### src/rtl/cpu_timer_pkg.sv
package cpu_timer_pkg;

  localparam int NUM_TIMERS = 3;
  localparam int COUNT_W    = 32;
  localparam int PRESCALE_W = 16;
  localparam int HALF_W     = 16;

  // Word offsets (16-bit units) inside one timer's eight-word slot.
  localparam logic [2:0] OFS_COUNT_LO  = 3'h0;
  localparam logic [2:0] OFS_COUNT_HI  = 3'h1;
  localparam logic [2:0] OFS_PERIOD_LO = 3'h2;
  localparam logic [2:0] OFS_PERIOD_HI = 3'h3;
  localparam logic [2:0] OFS_CTRL      = 3'h4;
  localparam logic [2:0] OFS_PRESCALE  = 3'h6;

  // Control word bit positions.
  localparam int CTRL_CLEAR_BIT   = 0;
  localparam int CTRL_RELOAD_BIT  = 1;
  localparam int CTRL_STOP_BIT    = 2;
  localparam int CTRL_ROUTE13_BIT = 3;
  localparam int CTRL_FLAG_BIT    = 4;

  // Timer instance numbers with a fixed interrupt destination.
  localparam int EXPANDER_TIMER = 0;
  localparam int LINE13_TIMER   = 1;
  localparam int LINE14_TIMER   = 2;

  localparam logic [COUNT_W-1:0]    PERIOD_RST   = 32'hffff_ffff;
  localparam logic [PRESCALE_W-1:0] PRESCALE_RST = 16'h0001;

  // One access from the core memory bus into the timer slots.
  typedef struct packed {
    logic        wr;
    logic        rd;
    logic        wide;
    logic [5:0]  addr;
    logic [31:0] wdata;
  } frame_req_t;

  typedef logic [NUM_TIMERS-1:0][COUNT_W-1:0] count_bank_t;

endpackage

### src/rtl/cpu_timer_triplet.sv
// Functional notes
// - Three identical 32-bit down-counting timers.
// - Each timer has a 16-bit prescaler.
// - Counter decrements at core clock over prescale.
// - Reaching zero raises the timer interrupt.
// - Zero reloads the period automatically, counting continues.
// - Timer 2 drives core line fourteen.
// - Timer 1 connectable to core line thirteen.
// - Timer 0 goes to the interrupt expander.
// - Registers sit on the core memory bus.
// - Frame takes 16-bit and 32-bit accesses.
module cpu_timer_triplet (
  input  wire logic                       CORE_CLK,
  input  wire logic                       ARST_N,
  input  wire cpu_timer_pkg::frame_req_t  FRAME,
  output logic [31:0]                     FRAME_RDATA,
  output cpu_timer_pkg::count_bank_t      TIMER_COUNT,
  input  wire logic                       ACK_EXPANDER,
  input  wire logic                       ACK_LINE_THIRTEEN,
  input  wire logic                       ACK_LINE_FOURTEEN,
  output logic                            INTERRUPT_EXPANDER,
  output logic                            CORE_IRQ_LINE_THIRTEEN,
  output logic                            CORE_IRQ_LINE_FOURTEEN
);
  import cpu_timer_pkg::*;

  typedef struct packed {
    logic [NUM_TIMERS-1:0][COUNT_W-1:0]    period;
    logic [NUM_TIMERS-1:0][PRESCALE_W-1:0] prescale;
    logic [NUM_TIMERS-1:0]                 stop;
    logic                                  route13;
    logic [31:0]                           rdata;
  } frame_state_t;

  frame_state_t          st;
  frame_state_t          next_st;
  count_bank_t           count;
  logic [NUM_TIMERS-1:0] tick;
  logic [NUM_TIMERS-1:0] wrap;
  logic [NUM_TIMERS-1:0] flag;
  logic [NUM_TIMERS-1:0] ack;
  logic [NUM_TIMERS-1:0] reload_pulse;
  logic [NUM_TIMERS-1:0] clear_pulse;
  logic [1:0][2:0]       word_idx;
  logic [1:0][15:0]      half_wdata;
  logic [1:0][15:0]      half_rdata;
  logic [1:0]            half_act;
  logic [1:0]            sel;
  logic                  hit;

  ////////////////////////////////////////////////////////////////////////////
  // Decode of core memory bus accesses. A wide access covers the even word
  // and the one above it; reading the count in two narrow halves is not
  // atomic, so software should use a wide read for a coherent value.
  always_comb begin
    next_st      = st;
    reload_pulse = '0;
    clear_pulse  = '0;
    half_rdata   = '0;
    sel          = FRAME.addr[4:3];
    hit          = (FRAME.addr[5] == 1'b0) && (sel < NUM_TIMERS);
    for (int h = 0; h < 2; h++) begin
      word_idx[h]   = FRAME.wide ? {FRAME.addr[2:1], h[0]} : FRAME.addr[2:0];
      half_act[h]   = FRAME.wide || (h == 0);
      half_wdata[h] = (h == 1) ? FRAME.wdata[31:16] : FRAME.wdata[15:0];
      if (hit && half_act[h]) begin
        case (word_idx[h])
          OFS_COUNT_LO:  half_rdata[h] = count[sel][15:0];
          OFS_COUNT_HI:  half_rdata[h] = count[sel][31:16];
          OFS_PERIOD_LO: half_rdata[h] = st.period[sel][15:0];
          OFS_PERIOD_HI: half_rdata[h] = st.period[sel][31:16];
          OFS_CTRL: begin
            half_rdata[h][CTRL_STOP_BIT] = st.stop[sel];
            half_rdata[h][CTRL_FLAG_BIT] = flag[sel];
            if (sel == LINE13_TIMER) begin
              half_rdata[h][CTRL_ROUTE13_BIT] = st.route13;
            end
          end
          OFS_PRESCALE:  half_rdata[h] = st.prescale[sel];
          default:       half_rdata[h] = '0;
        endcase
      end
      if (FRAME.wr && hit && half_act[h]) begin
        case (word_idx[h])
          OFS_PERIOD_LO: next_st.period[sel][15:0]  = half_wdata[h];
          OFS_PERIOD_HI: next_st.period[sel][31:16] = half_wdata[h];
          OFS_CTRL: begin
            clear_pulse[sel]  = half_wdata[h][CTRL_CLEAR_BIT];
            reload_pulse[sel] = half_wdata[h][CTRL_RELOAD_BIT];
            next_st.stop[sel] = half_wdata[h][CTRL_STOP_BIT];
            if (sel == LINE13_TIMER) begin
              next_st.route13 = half_wdata[h][CTRL_ROUTE13_BIT];
            end
          end
          OFS_PRESCALE:  next_st.prescale[sel] = half_wdata[h];
          default: ;
        endcase
      end
    end
    if (FRAME.rd) begin
      next_st.rdata = {half_rdata[1], half_rdata[0]};
    end
  end

  always_ff @(posedge CORE_CLK or negedge ARST_N) begin
    if (!ARST_N) begin
      st.period   <= {NUM_TIMERS{PERIOD_RST}};
      st.prescale <= {NUM_TIMERS{PRESCALE_RST}};
      st.stop     <= '0;
      st.route13  <= 1'b0;
      st.rdata    <= '0;
    end else begin
      st <= next_st;
    end
  end

  ////////////////////////////////////////////////////////////////////////////
  assign ack[EXPANDER_TIMER] = ACK_EXPANDER;
  assign ack[LINE13_TIMER]   = ACK_LINE_THIRTEEN;
  assign ack[LINE14_TIMER]   = ACK_LINE_FOURTEEN;

  for (genvar i = 0; i < NUM_TIMERS; i++) begin : g_timer
    cpu_timer_unit #(
      .COUNT_W    (COUNT_W),
      .PRESCALE_W (PRESCALE_W)
    ) u_unit (
      .clk      (CORE_CLK),
      .arst_n   (ARST_N),
      .run      (!st.stop[i]),
      .reload   (reload_pulse[i]),
      .clear    (clear_pulse[i] || ack[i]),
      .period   (st.period[i]),
      .prescale (st.prescale[i]),
      .count    (count[i]),
      .tick     (tick[i]),
      .wrap     (wrap[i]),
      .flag     (flag[i])
    );
  end

  assign TIMER_COUNT            = count;
  assign FRAME_RDATA            = st.rdata;
  assign INTERRUPT_EXPANDER     = flag[EXPANDER_TIMER];
  // Line thirteen is shared with other sources, so the timer only drives it
  // when software has connected it.
  assign CORE_IRQ_LINE_THIRTEEN = flag[LINE13_TIMER] && st.route13;
  assign CORE_IRQ_LINE_FOURTEEN = flag[LINE14_TIMER];

  for (genvar i = 0; i < NUM_TIMERS; i++) begin : g_check

  end
endmodule

### src/rtl/cpu_timer_unit.sv
module cpu_timer_unit #(
  parameter int COUNT_W    = cpu_timer_pkg::COUNT_W,
  parameter int PRESCALE_W = cpu_timer_pkg::PRESCALE_W
) (
  input  wire logic                  clk,
  input  wire logic                  arst_n,
  input  wire logic                  run,
  input  wire logic                  reload,
  input  wire logic                  clear,
  input  wire logic [COUNT_W-1:0]    period,
  input  wire logic [PRESCALE_W-1:0] prescale,
  output logic      [COUNT_W-1:0]    count,
  output logic                       tick,
  output logic                       wrap,
  output logic                       flag
);
  import cpu_timer_pkg::*;

  typedef struct packed {
    logic [COUNT_W-1:0]    count;
    logic [PRESCALE_W-1:0] psc;
    logic                  flag;
  } unit_state_t;

  unit_state_t st;
  unit_state_t next_st;
  logic [PRESCALE_W-1:0] psc_start;

  ////////////////////////////////////////////////////////////////////////////
  always_comb begin
    next_st   = st;
    // A setting of zero divides by one, so the counter never stalls.
    psc_start = (prescale == '0) ? '0 : prescale - 1'b1;
    tick      = run && (st.psc == '0);
    wrap      = tick && (st.count == '0);
    if (tick) begin
      next_st.psc = psc_start;
    end else if (run) begin
      next_st.psc = st.psc - 1'b1;
    end
    if (wrap) begin
      next_st.count = period;
    end else if (tick) begin
      next_st.count = st.count - 1'b1;
    end
    if (reload) begin
      next_st.count = period;
      next_st.psc   = psc_start;
    end
    // Setting wins over clearing so a wrap in the clear cycle is kept.
    if (clear) begin
      next_st.flag = 1'b0;
    end
    if (wrap) begin
      next_st.flag = 1'b1;
    end
  end

  always_ff @(posedge clk or negedge arst_n) begin
    if (!arst_n) begin
      st.count <= {COUNT_W{1'b1}};
      st.psc   <= '0;
      st.flag  <= 1'b0;
    end else begin
      st <= next_st;
    end
  end

  assign count = st.count;
  assign flag  = st.flag;

endmodule

### config.mk
export PLATFORM = sky130hd
export DESIGN_NAME = cpu_timer_triplet
export DESIGN_NICKNAME = d
export VERILOG_FILES = /design/src/rtl/cpu_timer_pkg.sv /design/src/rtl/cpu_timer_triplet.sv /design/src/rtl/cpu_timer_unit.sv
export SDC_FILE = /design/constraint.sdc
export NUM_CORES = 1
export LEC_CHECK = 0
export ABC_CLOCK_PERIOD_IN_PS = 3270
export BUFFER_PORTS_ARGS = -buffer_cell sky130_fd_sc_hd__buf_2
export CORE_MARGIN = 1
export CORE_UTILIZATION = 30
export DETAILED_ROUTE_END_ITERATION = 10
export PLACE_DENSITY = 0.44
export SLEW_MARGIN = 20
export SYNTH_ARGS = -nofsm -noshare
export SYNTH_HDL_FRONTEND = slang
export SYNTH_SLANG_ARGS = --single-unit
### constraint.sdc
create_clock -name CORE_CLK -period 3.27 [get_ports CORE_CLK]
set_input_delay 0.1635 -clock CORE_CLK [delete_from_list [all_inputs] [get_ports CORE_CLK]]
set_output_delay 0.1635 -clock CORE_CLK [all_outputs]
set_load 0.1 [all_outputs]
==> results by group <==
Route
  • Initial DRC count: 2206
  • Routed vias: 19900
  • DRC violations left: 0
  • Avg WL per Cell: 28.8 um
  • WL final: 98400 um
  • Antenna-violating nets left: 0
  • DRT Pass-1 Iters: 6
  • Vias per cell: 5.83

Place
  • Count of input and output buffers: approximately 180
  • GPL Wtd Cong: roughly 0.94
  • DP Area: 22800 um^2
  • Dpl cells: 3325
  • HPWL Detailed: around 74000 um

Worst setup path
  • Sum of buffers and inverters on the critical path: 1
  • Critical Path Source: g_timer[0].u_unit.st[12]$_DFFE_PN0P_
  • CP Data Arrival Time: about 3.4 ns
  • Crit Path Max Fanout: 19
  • Reg2Reg Setup Slack: 0.36 ns
  • Reg2reg path depth: 7
  • CP max-delay cell: o21ai_2
  • Crit-path cells: or4_1 -> or2_2 -> o21ai_2 -> buf_12 -> nand3_1 -> or3_1 -> nand3_1
  • Req. time, crit path: ~3.8 ns
  • Max stage delay on crit path: 0.69 ns
  • Worst setup SP type: flip-flop
  • Setup crit end kind: flip-flop
  • Critical Path Most Common Cell: nand3_1
  • Reg-to-reg critical path endpoint: g_timer[0].u_unit.count[20]$_DFFE_PN1P_
  • Kind of critical path: flip-flop to flip-flop
  • R2R Path Start: g_timer[0].u_unit.st[12]$_DFFE_PN0P_
  • Delay-heaviest family, CP: simple AND/OR/NAND/NOR gates

Synthesis
  • Adder-cell area share of the yosys netlist: 0.00879
  • Syn nets: 2458
  • Post-synth top area share: 0.240
  • Post-Synth XOR/XNOR Area: 0.0185
  • Distinct cells, synth: 77
  • Synth async-reset ratio: 1.00
  • Post-Syn Instances: 2397
  • Simple-gate share of the synthesized area: 0.195
  • Synth Area per Inst: 8.91 um^2
  • Register bit count reported by yosys: approximately 330
  • Post-synthesis sequential area ratio: 0.394
  • Largest family of logic cells by synthesized area: simple AND/OR/NAND/NOR gates
  • Post-Syn Area: around 21000 um^2
  • Mux share of post-synthesis cell area: 0.112
  • Area fraction in compound gates after synthesis: 0.188
  • Syn. warnings: 0
  • EDFF count, synth: 0
  • Ys flop type: dfstp_2
  • Top area cells in the synthesized netlist: dfstp_2, dfrtp_1, mux2i_1
  • Yosys top cell by area: dfstp_2

Pwr
  • IR drop worst, VDD: approximately 0.32 mV
  • Sw Pwr: between 0.005 and 0.006 W
  • Clock share of power: 0.335
  • Reg power frac: 0.411
  • Leakage: approximately 10 nW
  • Internal Pwr Total: roughly 0.009 W
  • Cell Pwr Density: 594 nW/um^2
  • Sw Ratio: 0.375
  • Combinational share of power: 0.254

Hold path
  • Hold path depth: 5
  • Hold EP: g_timer[1].u_unit.flag$_DFFE_PN0P_
  • Hold_sp: ACK_LINE_THIRTEEN
  • Min-delay worst type: primary input to flip-flop

CTS
  • CTS tree: built
  • Worst skew pair latency: 0.58 ns
  • CTS Sinks: 327
  • Num CTS Buffers: 41
  • Clock-pin slew on the worst setup and hold paths: 0.06 ns
  • Clock buffer depth: 3
  • Setup Buffers After CTS: 0
  • CTS root buffer: clkbuf_16
  • # H-tree levels: 2

Flow run
  • Max cap viols: 0

Timing
  • Setup TNS: 0 ns
  • Slew at the pin with the worst max-slew slack: about 1.1 ns
  • FMAX: roughly 340 MHz
  • Final setup fails: 0
  • Final Hold Viols: 0
  • Final period util: 0.890
  • Clock Skew: around 0.020 ns
  • Rel. slew slack: 0.265
  • Unrepaired setup endpoints after global routing: no
  • Tmin final: 2.91 ns
  • Slew Limit Fails: 0

Global routing
  • Vias in the first global route: about 19000
  • Largest net degree at the start of global routing: 88
  • Total Routing Usage GR: 0.268
  • First-pass GRT wire length: around 140000 um
  • Initial antenna violation count: 7
  • Grt ovf: 0

Floorplan
  • CORE AREA: 70300 um^2
  • Die Y-Extent: 269 um
  • Initial core utilization: 0.304
  • Rows: 97
  • Die W: 269 um
  • Die ar.: 72300 um^2
  • IO Count: 177

Final layout
  • N_diodes: 0
  • Nets: 2507
  • Fillers: 7256
  • Finished Cell Area: 24300 um^2
  • Ratio of cells with drive above 1 in the final layout: 0.274
  • Layout area overhead: 14.0%
  • Number of non-filler instances in the completed layout: 3417

Outcome
  • Status: finished clean
## cell usage after synthesis (16+ instances only)
| cell type | instances |
|---|---|
| xnor2_1 | 27 |
| o2bb2ai_1 | 24 |
| and3_1 | 25 |
| o211ai_1 | 25 |
| buf_1 | 18 |
| mux2_2 | 105 |
| dfstp_2 | 195 |
| o21ai_0 | 201 |
| o221ai_1 | 27 |
| nor4_1 | 41 |
| dfrtp_1 | 132 |
| clkbuf_1 | 129 |
| inv_1 | 39 |
| nor3_1 | 79 |
| nor2_1 | 162 |
| buf_4 | 130 |
| a211o_1 | 16 |
| a22oi_1 | 25 |
| nand2_1 | 278 |
| nand4_1 | 33 |
| nand3_1 | 82 |
| or4_1 | 30 |
| a211oi_1 | 26 |
| mux2i_1 | 120 |
| a21oi_1 | 109 |
| or3_1 | 28 |
| xor2_1 | 18 |
## cell families (layout without fill, tap and decap cells)
family / after synthesis / after routing
and+or+nand+nor: 845 / 845
xor gates and xnor gates: 45 / 45
AOI/OAI and AO/OA: 606 / 606
muxes: 226 / 226
adders and majority gates: 15 / 15
DFF: 327 / 327
buffers and inverters: 333 / 413
## repair_timing
item	4_1_cts	5_1_grt
hold endpoints to repair	122	0
resized for setup	0	0
hold buffers	18	0
## sequential cells by signal, summed over array words and instances, names as in the netlist
| signal | count |
|---|---|
| st | 148 |
| g_timer.u_unit.count | 96 |
| g_timer.u_unit.st | 48 |
| FRAME_RDATA | 32 |
| g_timer.u_unit.flag | 3 |
## metal layers
layer,up-vias,wire length [um],GRT usage
met5,-,38,0
met4,6,3800,0.102
met3,154,6900,0.0406
met2,887,43900,0.412
met1,10100,43700,0.376
li1,8819,-,-
## cells in the final DEF, fill, tap and decap left out, types with 15 or more instances in the layout
master / n
xor2_1: 18
clkbuf_16: 44
o221ai_1: 27
dfstp_2: 195
a221oi_1: 15
nor4_1: 40
a211o_1: 16
a211oi_1: 26
or4_1: 30
inv_1: 39
mux2_2: 105
o21ai_0: 201
mux2i_1: 120
a21oi_1: 108
nand3_1: 82
o211ai_1: 25
nor2_1: 162
ha_1: 15
o2bb2ai_1: 24
or3_1: 28
dfrtp_1: 132
buf_4: 98
nand2_1: 278
a22oi_1: 25
nor3_1: 79
and3_1: 25
buf_2: 174
nand4_1: 33
xnor2_1: 27
dlygate4sd3_1: 18
o311ai_0: 15
## power by group through the flow
stage                     clock, W  combinational, W  sequential, W
after floorplan                  0           0.00265        0.00550
after global placement           0           0.00358        0.00594
after detailed placement         0           0.00361        0.00597
after CTS                  0.00494           0.00365        0.00591
after global routing       0.00507           0.00394        0.00602
final                      0.00484           0.00367        0.00594
## worst register-to-register path, stage by stage (launching register included)
cell and delay, ns:
dfrtp_1 0.44, or4_1 0.62, or2_2 0.35, o21ai_2 0.69, buf_12 0.25, nand3_1 0.12
or3_1 0.31, nand3_1 0.07
## worst max-delay path by stage
| stage | to | cells after the start |
|---|---|---|
| after floorplan | g_timer[2].u_unit.count[9]$_DFFE_PN1P_ | 9 |
| after global placement | g_timer[1].u_unit.count[17]$_DFFE_PN1P_ | 7 |
| after detailed placement | g_timer[0].u_unit.st[13]$_DFFE_PN0P_ | 6 |
| after CTS | g_timer[0].u_unit.count[20]$_DFFE_PN1P_ | 7 |
| after global routing | g_timer[0].u_unit.st[13]$_DFFE_PN0P_ | 6 |
| final | g_timer[0].u_unit.count[20]$_DFFE_PN1P_ | 7 |
## area by class of cell
type	count	area, um^2	area share
repair buffers	300	1980	0.0814
flip-flops and latches	327	8430	0.346
clock buffers	64	1260	0.0516
clock inverters	10	143	0.00586
inverters	39	146	0.00601
well taps	940	1180	0.0483
multi-input cells	1737	11200	0.461
## metrics by stage
stage               utilization  worst slack [ns]  hold slack (ns)  total power, W
floorplan                     -             0.587           -0.132         0.00815
global placement          0.324             0.434            0.215         0.00952
detailed placement        0.324             0.385            0.216         0.00958
CTS                       0.346             0.385           0.0171          0.0145
global route              0.346             0.158           0.0383          0.0150
finish                    0.346             0.361           0.0301          0.0145
No activity file was read; power rests on OpenSTA's default activity.
